==> src/design/report_link_pkg.sv <==
package report_link_pkg;
  localparam logic [4:0]  DEV_ADDR      = 5'h00;
  localparam logic [2:0]  OP_DIAG_READ  = 3'h4;
  localparam logic [2:0]  OP_REPORT_RDY = 3'h5;
  localparam logic [2:0]  OP_IDLE_LOAD  = 3'h6;
  localparam logic [2:0]  OP_DATA_LOAD  = 3'h7;
  localparam logic [7:0]  CMD_NONE      = 8'hFF;
  localparam int          Y_LAG         = 2;
  localparam int          TX_DIV        = 8;
  localparam logic [2:0]  TX_RISE_CNT   = 3'h3;
  localparam logic [2:0]  TX_FALL_CNT   = 3'h7;
  localparam int          BUF_DEPTH     = 16;
  localparam logic [3:0]  ONES_PRESET   = 4'hA;
  localparam logic [3:0]  ONES_CARRY    = 4'hF;
  localparam logic [15:0] CRC_POLY      = 16'h1021;
  localparam logic [15:0] CRC_INIT      = 16'h0000;
  localparam logic [7:0]  IDLE_RESET    = 8'h7E;
  localparam logic [7:0]  OFS_IDLE      = 8'h00;
  localparam logic [7:0]  OFS_WORD      = 8'h04;
  localparam logic [7:0]  OFS_CTRL      = 8'h08;
  localparam logic [7:0]  OFS_STATUS    = 8'h0C;
  localparam logic [7:0]  OFS_DIAG      = 8'h10;
  localparam int          CTRL_SEND     = 0;
  localparam int          CTRL_DIAG_EN  = 1;
  localparam int          CTRL_DIAG_RD  = 2;

  function automatic logic is_cmd(input logic [7:0] cmd, input logic [2:0] op);
    return (cmd[7:3] == DEV_ADDR) && (cmd[2:0] == op);
  endfunction : is_cmd

  function automatic logic [7:0] make_cmd(input logic [2:0] op);
    return {DEV_ADDR, op};
  endfunction : make_cmd
endpackage : report_link_pkg

==> src/design/report_link_if.sv <==
`timescale 1ns/1ps
interface report_link_if;
  logic [7:0]  cmd;
  logic [15:0] ybus;
  logic [15:0] diag_word;
  logic        diag_valid;
  logic        tx_line;
  logic        tx_clock;
  logic        gated_tx_clock;
  logic        message_idle_select;

  modport dev (input cmd, input ybus, output diag_word, output diag_valid, output tx_line,
               output tx_clock, output gated_tx_clock, output message_idle_select);
  modport ctl (output cmd, output ybus, input diag_word, input diag_valid, input tx_line,
               input tx_clock, input gated_tx_clock, input message_idle_select);
endinterface : report_link_if

==> src/design/crc16_serial.sv <==
`timescale 1ns/1ps
module crc16_serial
  import report_link_pkg::*;
(
  input  wire logic clk,
  input  wire logic sys_rst,
  input  wire logic ce,
  input  wire logic clr,
  input  wire logic step,
  input  wire logic check_word_enable,
  input  wire logic din,
  output logic      msb
);
  logic [15:0] crc_q;
  logic [15:0] crc_d;
  wire         fb = crc_q[15] ^ din;

  // Top bit steers the feedback taps while data enters, then the register shifts out
  assign crc_d = check_word_enable ? ({crc_q[14:0], 1'b0} ^ (fb ? CRC_POLY : 16'h0000))
                                   : {crc_q[14:0], 1'b0};
  assign msb   = crc_q[15];

  always_ff @(posedge clk or posedge sys_rst) begin
    if (sys_rst) crc_q <= CRC_INIT;
    else if (ce && clr) crc_q <= CRC_INIT;
    else if (ce && step) crc_q <= crc_d;
  end
endmodule : crc16_serial

==> src/design/report_tx_framer.sv <==
`timescale 1ns/1ps
module report_tx_framer
  import report_link_pkg::*;
(
  input  wire logic   clk,
  input  wire logic   sys_rst,
  input  wire logic   ce,
  input  wire logic   diag_mode,
  report_link_if.dev  link,
  output logic        report_pending,
  output logic        data_check_select,
  output logic        check_word_enable,
  output logic        shift_load_select,
  output logic        stuff_skip_n,
  output logic        buffer_write_strobe
);
  typedef enum logic [1:0] {ST_IDLE, ST_DATA, ST_CHECK, ST_END} tx_state_e;

  tx_state_e   state_q;
  logic [2:0]  div_q;
  logic        tx_clk_q;
  logic        gated_q;
  logic        skip_q;
  logic [1:0]  idle_pipe_q;
  logic        idle_flag_q;
  logic [7:0]  idle_reg_q;
  logic [7:0]  idle_sh_q;
  logic [2:0]  idle_bit_q;
  logic        load_prev_q;
  logic        lead_dly_q;
  logic        trail_dly_q;
  logic        load_active_q;
  logic [15:0] buf_mem [BUF_DEPTH];
  logic [4:0]  wr_ptr_q;
  logic [4:0]  rd_ptr_q;
  logic [15:0] data_sh_q;
  logic [3:0]  bit_cnt_q;
  logic [3:0]  ones_q;
  logic        msg_sel_q;
  logic        dcs_q;
  logic        cwe_q;
  logic        ready_q;
  logic        crc_step_q;
  logic        crc_clr_q;
  logic        tx_line_q;
  logic [15:0] loop_q;
  logic [15:0] diag_q;
  logic        diag_valid_q;
  logic        slsel_q;
  logic        wstrobe_q;
  logic        crc_msb;

  wire cmd_idle  = is_cmd(link.cmd, OP_IDLE_LOAD);
  wire cmd_load  = is_cmd(link.cmd, OP_DATA_LOAD);
  wire cmd_go    = is_cmd(link.cmd, OP_REPORT_RDY);
  wire cmd_diag  = is_cmd(link.cmd, OP_DIAG_READ);
  wire lead      = cmd_load & ~load_prev_q;
  wire trail     = ~cmd_load & load_prev_q;
  wire rise      = ce && (div_q == TX_RISE_CNT);
  wire fall      = ce && (div_q == TX_FALL_CNT);
  wire carry     = (ones_q == ONES_CARRY);
  wire tick      = rise && !carry;
  wire buf_empty = (wr_ptr_q == rd_ptr_q);
  wire [2:0] div_d   = div_q + 3'h1;
  wire       idle_ld = ~idle_pipe_q[1];
  wire       at_idle = (state_q == ST_IDLE) || (state_q == ST_END);
  wire       last_bit = (bit_cnt_q == 4'hF);
  wire       start   = (state_q == ST_IDLE) && ready_q && !buf_empty && (idle_bit_q == 3'h7);
  wire       out_bit = (state_q == ST_DATA)  ? data_sh_q[15] :
                       (state_q == ST_CHECK) ? crc_msb : idle_sh_q[7];

  assign report_pending      = ready_q;
  assign data_check_select   = dcs_q;
  assign check_word_enable   = cwe_q;
  assign shift_load_select   = slsel_q;
  assign stuff_skip_n        = ~skip_q;
  assign buffer_write_strobe = wstrobe_q;
  assign link.tx_line             = tx_line_q;
  assign link.tx_clock            = tx_clk_q;
  assign link.gated_tx_clock      = gated_q;
  assign link.message_idle_select = msg_sel_q;
  assign link.diag_word           = diag_q;
  assign link.diag_valid          = diag_valid_q;

  crc16_serial u_crc (
    .clk               (clk),
    .sys_rst           (sys_rst),
    .ce                (ce),
    .clr               (crc_clr_q),
    .step              (fall && crc_step_q),
    .check_word_enable (cwe_q),
    .din               (tx_line_q),
    .msb               (crc_msb)
  );

  // Divide by eight, 50 percent duty; the gated copy loses its high phase on a skip
  always_ff @(posedge clk or posedge sys_rst) begin
    if (sys_rst) begin
      div_q    <= 3'h0;
      tx_clk_q <= 1'b0;
      gated_q  <= 1'b0;
      skip_q   <= 1'b0;
    end else if (ce) begin
      div_q    <= div_d;
      tx_clk_q <= div_d[2];
      if (rise) skip_q <= carry;
      gated_q  <= div_d[2] & ~(rise ? carry : skip_q);
    end
  end

  // Command side: idle byte and data load sequencing on the system clock
  always_ff @(posedge clk or posedge sys_rst) begin
    if (sys_rst) begin
      idle_pipe_q   <= 2'b00;
      idle_flag_q   <= 1'b0;
      idle_reg_q    <= IDLE_RESET;
      load_prev_q   <= 1'b0;
      lead_dly_q    <= 1'b0;
      trail_dly_q   <= 1'b0;
      load_active_q <= 1'b0;
      wr_ptr_q      <= 5'h00;
      wstrobe_q     <= 1'b0;
      ready_q       <= 1'b0;
      diag_q        <= 16'h0000;
      diag_valid_q  <= 1'b0;
    end else if (ce) begin
      idle_pipe_q <= {idle_pipe_q[0], cmd_idle};
      if (!idle_ld) idle_reg_q <= link.ybus[7:0];
      // Set wins over the clear; cleared as the select drops so the load lasts one bit
      if (!idle_ld) idle_flag_q <= 1'b1;
      else if (tick && slsel_q) idle_flag_q <= 1'b0;
      load_prev_q <= cmd_load;
      lead_dly_q  <= lead;
      // Trailing edge lags as the leading one does, so the last word is still written
      trail_dly_q <= trail;
      if (lead_dly_q) load_active_q <= 1'b1;
      else if (trail_dly_q) load_active_q <= 1'b0;
      wstrobe_q <= load_active_q;
      if (load_active_q) begin
        buf_mem[wr_ptr_q[3:0]] <= link.ybus;
        wr_ptr_q <= wr_ptr_q + 5'h01;
      end
      if (cmd_go) ready_q <= 1'b1;
      else if (tick && state_q == ST_END) ready_q <= 1'b0;
      diag_valid_q <= cmd_diag && diag_mode;
      if (cmd_diag && diag_mode) diag_q <= loop_q;
    end
  end

  // Transmit side: every step below except the crc_clr_q clear happens only on a rising transmit edge
  always_ff @(posedge clk or posedge sys_rst) begin
    if (sys_rst) begin
      state_q    <= ST_IDLE;
      slsel_q    <= 1'b1;
      idle_sh_q  <= IDLE_RESET;
      idle_bit_q <= 3'h0;
      rd_ptr_q   <= 5'h00;
      data_sh_q  <= 16'h0000;
      bit_cnt_q  <= 4'h0;
      ones_q     <= ONES_PRESET;
      msg_sel_q  <= 1'b0;
      dcs_q      <= 1'b1;
      cwe_q      <= 1'b1;
      crc_step_q <= 1'b0;
      crc_clr_q  <= 1'b0;
      tx_line_q  <= 1'b1;
      loop_q     <= 16'h0000;
    end else if (ce) begin
      crc_clr_q <= 1'b0;
      if (rise && carry) begin
        tx_line_q  <= 1'b0;
        ones_q     <= ONES_PRESET;
        crc_step_q <= 1'b0;
        loop_q     <= {loop_q[14:0], 1'b0};
      end else if (tick) begin
        tx_line_q <= out_bit;
        loop_q    <= {loop_q[14:0], out_bit};
        slsel_q   <= ~idle_flag_q;
        // The closing idle slot must not arm a stuff after the select drops
        if (!msg_sel_q || state_q == ST_END) ones_q <= ONES_PRESET;
        else if (out_bit) ones_q <= ones_q + 4'h1;
        else ones_q <= ONES_PRESET;
        crc_step_q <= (state_q == ST_DATA) || (state_q == ST_CHECK);
        if (at_idle) begin
          idle_bit_q <= idle_bit_q + 3'h1;
          if (!slsel_q) idle_sh_q <= idle_reg_q;
          else idle_sh_q <= {idle_sh_q[6:0], idle_sh_q[7]};
        end
        case (state_q)
          ST_IDLE: begin
            if (start) begin
              data_sh_q <= buf_mem[rd_ptr_q[3:0]];
              rd_ptr_q  <= rd_ptr_q + 5'h01;
              bit_cnt_q <= 4'h0;
              msg_sel_q <= 1'b1;
              dcs_q     <= 1'b1;
              cwe_q     <= 1'b1;
              crc_clr_q <= 1'b1;
              state_q   <= ST_DATA;
            end
          end
          ST_DATA: begin
            bit_cnt_q <= bit_cnt_q + 4'h1;
            data_sh_q <= {data_sh_q[14:0], 1'b0};
            if (last_bit && buf_empty) begin
              dcs_q   <= 1'b0;
              state_q <= ST_CHECK;
            end else if (last_bit) begin
              data_sh_q <= buf_mem[rd_ptr_q[3:0]];
              rd_ptr_q  <= rd_ptr_q + 5'h01;
            end
          end
          ST_CHECK: begin
            // Drops with the first check bit: the last data bit still needs feedback
            cwe_q     <= 1'b0;
            bit_cnt_q <= bit_cnt_q + 4'h1;
            if (last_bit) state_q <= ST_END;
          end
          default: begin
            // Stays in the message until any last stuffed zero has gone out
            msg_sel_q  <= 1'b0;
            dcs_q      <= 1'b1;
            cwe_q      <= 1'b1;
            idle_bit_q <= 3'h0;
            state_q    <= ST_IDLE;
          end
        endcase
      end
    end
  end
endmodule : report_tx_framer

==> src/flat_wrapper.sv <==
// flat-port wrapper written by rule: the top's interface ports become plain ports
module report_tx_framer_flat import report_link_pkg::*;
  (clk, sys_rst, ce, diag_mode, report_pending, data_check_select, check_word_enable, shift_load_select, stuff_skip_n, buffer_write_strobe, link_cmd, link_ybus, link_diag_word, link_diag_valid, link_tx_line, link_tx_clock, link_gated_tx_clock, link_message_idle_select);
  report_link_if link_i ();
  input  wire logic clk;
  input  wire logic sys_rst;
  input  wire logic ce;
  input  wire logic diag_mode;
  output logic report_pending;
  output logic data_check_select;
  output logic check_word_enable;
  output logic shift_load_select;
  output logic stuff_skip_n;
  output logic buffer_write_strobe;
  input wire logic [$bits(link_i.cmd)-1:0] link_cmd;
  input wire logic [$bits(link_i.ybus)-1:0] link_ybus;
  output wire logic [$bits(link_i.diag_word)-1:0] link_diag_word;
  output wire logic [$bits(link_i.diag_valid)-1:0] link_diag_valid;
  output wire logic [$bits(link_i.tx_line)-1:0] link_tx_line;
  output wire logic [$bits(link_i.tx_clock)-1:0] link_tx_clock;
  output wire logic [$bits(link_i.gated_tx_clock)-1:0] link_gated_tx_clock;
  output wire logic [$bits(link_i.message_idle_select)-1:0] link_message_idle_select;
  assign link_i.cmd = link_cmd;
  assign link_i.ybus = link_ybus;
  assign link_diag_word = link_i.diag_word;
  assign link_diag_valid = link_i.diag_valid;
  assign link_tx_line = link_i.tx_line;
  assign link_tx_clock = link_i.tx_clock;
  assign link_gated_tx_clock = link_i.gated_tx_clock;
  assign link_message_idle_select = link_i.message_idle_select;
  report_tx_framer u_core (.clk(clk), .sys_rst(sys_rst), .ce(ce), .diag_mode(diag_mode), .link(link_i), .report_pending(report_pending), .data_check_select(data_check_select), .check_word_enable(check_word_enable), .shift_load_select(shift_load_select), .stuff_skip_n(stuff_skip_n), .buffer_write_strobe(buffer_write_strobe));
endmodule
==> config.mk <==
export PLATFORM = sky130hd
export DESIGN_NAME = report_tx_framer_flat
export DESIGN_NICKNAME = d
export VERILOG_FILES = /design/src/design/report_link_pkg.sv /design/src/design/report_link_if.sv /design/src/design/crc16_serial.sv /design/src/design/report_tx_framer.sv /design/src/flat_wrapper.sv
export SDC_FILE = /design/constraint.sdc
export NUM_CORES = 1
export LEC_CHECK = 0
export BUFFER_PORTS_ARGS = -buffer_cell sky130_fd_sc_hd__buf_2
export CAP_MARGIN = 25
export CORE_MARGIN = 5
export CORE_UTILIZATION = 55
export CTS_CLUSTER_SIZE = 25
export DETAILED_ROUTE_END_ITERATION = 8
export PLACE_DENSITY = 0.72
export RECOVER_POWER = 25
export SETUP_SLACK_MARGIN = 0.2
export SLEW_MARGIN = 20
export SYNTH_ARGS = -nofsm -noshare
export SYNTH_HDL_FRONTEND = slang
export SYNTH_SLANG_ARGS = --single-unit
==> constraint.sdc <==
create_clock -name clk -period 4.2 [get_ports clk]
set_input_delay 0.42 -clock clk [delete_from_list [all_inputs] [get_ports clk]]
set_output_delay 0.42 -clock clk [all_outputs]
set_load 0.01 [all_outputs]
# Word level (Yosys, flattened, before mapping)
# Memory sizes are Yosys's and may differ from the RTL's.
# Index checks and enable logic that the tools add are counted.
# word_totals
wordCells,178
regBits,126
mem_bits_rw,256
n_memories,1
# mem_list
name,words,word_bits,rd,rd_ports_with_merged_regs,write_ports,line,source
u_core.buf_mem,16,16,1,0,1,report_tx_framer.sv:33,logic [15:0] buf_mem [BUF_DEPTH];
# op_classes
add_sub_neg,6
eq_ne,19
n_mux,52
n_bitwise,14
reduce_logical,54
# ops
op,n
two-way mux 16 bit,8
one-hot mux 16 bit (2 select lines),1
two-way mux 1 bit,22
two-way mux 4 bit,5
AND reduction 5 bit,4
logical AND 1 bit,19
"== test 3 bit, second input constant",6
XOR 16 x 13 -> 16 bit,1
two-way mux 5 bit,3
AND reduction 2 bit,7
nonzero test 2 bit,7
two-way mux 13 bit,1
AND reduction 6 bit,2
"adder 5 x 1 -> 5 bit, second input constant",2
one-hot mux 5 bit (2 select lines),1
NOT 1 bit,9
"adder 4 x 1 -> 4 bit, second input constant",2
"== test 4 bit, second input constant",2
two-way mux 8 bit,1
"!= test 2 x 1 -> 1 bit, second input constant",4
one-hot mux 4 bit (2 select lines),1
AND reduction 4 bit,2
AND reduction 7 bit,1
"adder 3 x 1 -> 3 bit, second input constant",2
other kinds (19),32

# Longest topological paths before layout
# logic_depth
word_depth,8
depth_mapped,9

# Modules after synthesis
# A second synthesis with hierarchy kept.
# hier_totals
hier_cells,920
area_unflattened_um2,15414.8
# by_module_without_submodules
module,cells_per_inst,n_inst,area_each_um2,seq_area_each_um2
report_tx_framer,843,1,14672.8,10437.5
crc16_serial,77,1,742.0,400.4

# Worst setup path before layout
# Ideal clock, no wire load.
# synth_timing
path_kind,input to register
startpoint,input sys_rst
endpoint,memory u_core.buf_mem[4][0] (enable)
required_time_ns,3.811
path_slack_ns,-0.524
t_arrival_ns,4.336
n_path_buf,0
stages,3
cell_sequence,inv_1 -> nand3b_1 -> nor2_1
# synth_via
elab_chain_cells,3
# synth_rtl
element,line,source
start: declaration,flat_wrapper.sv:6,input wire logic sys_rst;
logical NOT 1 bit (no line),-,
logical AND 1 bit (implied by the code),report_tx_framer.sv:140,buf_mem[wr_ptr_q[3:0]] <= link.ybus;
two-way mux 1 bit (implied by the code),report_tx_framer.sv:140,
end: declaration,report_tx_framer.sv:33,
# Every way passes these cells.

# Worst setup path in the final report
# layout_timing
startpoint,register u_core.div_q[0]
endpoint,register u_core.rd_ptr_q[1]
# layout_via
elab_chain_cells,5
elab_cells_between_ends,6
# layout_rtl
element,line,source
start: declaration,report_tx_framer.sv:20,logic [2:0] div_q;
start signal: assignment,report_tx_framer.sv:104,div_q <= div_d;
== test 3 x 2 -> 1 bit (*),report_tx_framer.sv:59,wire rise = ce && (div_q == TX_RISE_CNT);
logical AND 1 bit (*),report_tx_framer.sv:59,
logical AND 1 bit,report_tx_framer.sv:170,if (rise && carry) begin
NOT 1 bit (no line),-,
AND reduction 7 bit (no line) (*),-,
end signal: assignment,report_tx_framer.sv:193,rd_ptr_q <= rd_ptr_q + 5'h01;
end signal: assignment,report_tx_framer.sv:210,rd_ptr_q <= rd_ptr_q + 5'h01;
end: declaration,report_tx_framer.sv:35,logic [4:0] rd_ptr_q;
# Every way passes the cells marked *; elsewhere a longest branch is shown, timed or not.
# A chain may end at the register's enable or synchronous reset.

==> reports/summary.txt <==
Initial drt markers -> 529
Initial core utilization -> 0.556
Fillers -> 1,989
Layout Skew -> 19.3 ps
Reg2reg path depth -> 8
Non-filler instance count after layout -> 1,379
Post-CTS Setup Bufs -> 0
Hold Buf Count CTS -> 0
Min-Delay Endpoint -> u_core.report_pending
Largest net degree at the start of global routing -> 79
DP HPWL -> 17,700 um
Status -> completed
Root buffer cell -> clkbuf_16
Clk buf depth -> 3
Leak -> 0.00629 uW
Final Cycle Share -> 0.635
Pwr dens -> 530 nW/um^2
Min Tclk post-route -> 2670 ps
CP Launch Type -> register
Fin nets -> 1,015
Final Hold Viols -> 0
Syn Nets -> 956
Setup violators final -> 0
Diode count -> 0
Placeable Area -> 27,700 um^2
Worst r2r src -> u_core.div_q[0]
Clock sinks -> 381
CTS clk-pin slew, worst paths -> 60 ps
Path type of the worst setup path -> reg2reg
Met3 routed WL -> 1210 um
DR vias -> 7,940
Reg2reg end -> u_core.rd_ptr_q[1]
Count of pins over their slew limit -> 0
Peak VDD IR -> 380 uV
Top Ports -> 55
Post-synth EDFFs -> 256
CP endpoint kind -> register
ANT nets after route -> 0
Total power -> 9170 uW
Worst Max-Slew Pin Slew -> 1050 ps
Met2 wire len -> 14,700 um
Max Cap Viol -> 0
Max layer used -> met4
Setup TNS -> 0 ps
Yosys warnings -> 0
WL met1 -> 12,500 um
Data required, critical path -> 4610 ps
Seq/Total Area, Yosys -> 0.704
Die W -> 177 um
Port Buf Inserts -> 54
Post-synth top area share -> 0.499
Max-slew headroom -> 0.296
H-Tree Depth -> 2
Post-cts sizing count -> 0
Area of the multi-input gates -> 4260 um^2
CTS Buf Count -> 39
Final Routed Wirelength -> 28,900 um
Hold depth -> 2
Via density -> 5.76
CTS tree -> done
R2R Setup Slk -> 1530 ps
Yosys reg bits -> 381
Clk_lat worst skew -> 520 ps
Synth area leader -> edfxtp_1
Worst hold margin -> 132 ps
Beginning of the worst hold path -> link_cmd[1]
First-pass GRT wire length -> 46,000 um
Die Span Y -> 177 um
DIE AREA -> 31,400 um^2
Layout cells sized above 1 -> 0.263
Placed Cells -> 1,303
Crit path arrival time -> 3080 ps
Largest cells by area after synthesis -> edfxtp_1 (50%), dfrtp_1 (17%), mux4_2 (9.5%)
Initial antenna violation count -> 0
Post-route setup slack -> 1530 ps
Synth cell types -> 57
Detailed Routing Iterations Pass 1 -> 5
Top_reg_cell synth -> edfxtp_1
Storage element area -> 10,800 um^2
Final GP Congestion -> 0.763
GRT Total Usage -> 0.188
FMAX -> 375 MHz
Residual DRC count -> 0
Gate Count Post-Synth -> 912
Rows -> 61
Largest fanout on the critical path -> 36
Post-Syn Area per Cell -> 16.9 um^2
Post-place setup slack -> 1360 ps
Class of the worst hold path -> in2reg
Mapped cell area -> 15,400 um^2
Area added between synthesis and finish -> 12.3%
Vias in the first global route -> 8,194
WL/cell -> 20.9 um
Post-synth ARST share -> 0.328
RSZ-0062 raised after global routing -> false
Grt ovf -> 0
-- critical path, stage by stage, from the launching register on --
cell	delay (ps)
dfrtp_1	360
ha_1	190
ha_1	180
and2_1	360
nand2_1	290
a311oi_4	260
buf_4	360
and2b_1	220
mux2_2	330
-- stage by stage --
stage / cell area, um^2 / util
floorplan: 15400 / -
global placement: 16000 / 0.577
detailed placement: 16000 / 0.577
CTS: 17200 / 0.622
global route: 17300 / 0.624
finish: 17300 / 0.624
-- layout make-up --
type,count,share of cell area
tap,378,0.0273
clock inverter,26,0.0123
sequential,381,0.627
clock buffer,45,0.0590
inverter,17,0.00405
multi-input combinational,463,0.246
timing repair buffer,69,0.0243
-- registers in the layout (all words and copies together), names as in the netlist, 2 cells and up --
register               flops
u_core.loop_q             16
u_core.idle_pipe_q         2
u_core.state_q             2
u_core.bit_cnt_q           4
u_core.div_q               2
u_core.buf_mem           256
u_core.idle_sh_q           8
u_core.idle_bit_q          3
u_core.wr_ptr_q            5
u_core.idle_reg_q          8
u_core.ones_q              4
u_core.data_sh_q          16
u_core.u_crc.crc_q        16
u_core.link.diag_word     16
u_core.rd_ptr_q            5
-- kinds of logic (layout without fill, tap and decap cells) --
group,Yosys count,after routing,share of synthesized area
buffers and inverters,68,157,0.0227
adder cells (fa/ha/maj),16,16,0.0130
flip-flops,381,381,0.704
AO/OA/AOI/OAI,111,111,0.0487
multiplexers,125,125,0.140
AND/OR/NAND/NOR,194,194,0.0622
XOR/XNOR,17,17,0.00967
-- how the worst max path moves through the flow --
stage / start / end / slack (ps) / cells after the start
after floorplan: sys_rst / u_core.buf_mem[4][0] / 830 / 3
after global placement: link_cmd[6] / u_core.link.diag_word[12] / 1440 / 6
after detailed placement: link_cmd[6] / u_core.link.diag_word[13] / 1360 / 6
after CTS: u_core.div_q[0] / u_core.rd_ptr_q[1] / 1520 / 8
after global routing: u_core.div_q[0] / u_core.rd_ptr_q[1] / 1260 / 8
final: u_core.div_q[0] / u_core.rd_ptr_q[1] / 1530 / 8
-- power breakdown --
part	total [uW]	switching (uW)	internal, uW
clock	3320	1380	1930
combinational	1310	712	594
sequential	4550	257	4290
total	9170	2350	6820
-- cells in the mapped netlist, drive strengths merged, types with 2 or more instances --
cell       n
o31ai      3
and2b      2
nand3     17
nand2     73
xnor2     12
or3       15
a211oi    17
a22o       3
clkbuf    22
inv       17
nand3b     9
edfxtp   256
mux4      65
nor2      39
ha        16
o211ai     4
o2bb2ai    2
a31oi     15
a32o       2
and2       7
nand4      3
a21o       7
a21oi     16
nand4b     2
and3       2
o22ai     17
dfrtp    107
buf       29
xor2       5
dfstp     18
mux2i     15
mux2      45
o21ai     17
nor3       2
nor3b      2
nand2b     2
nor2b     15
-- placed cells by master, fill, tap and decap left out, drive strengths merged, types with 17 or more instances in the layout --
master and count:
nand3 17, inv 19, clkinv 20, o22ai 17, dfrtp 107, a211oi 17
clkbuf 59, buf 55, dfstp 18, edfxtp 256, nor2 39, nand2 73
mux4 65, mux2 45, o21ai 17
-- routing by layer --
metal	GRT usage	vias up
li1	-	3625
met1	0.267	4107
met5	0	-
met3	0.0275	44
met4	0.0480	0
met2	0.313	164
(Power assumes the default switching activity.)
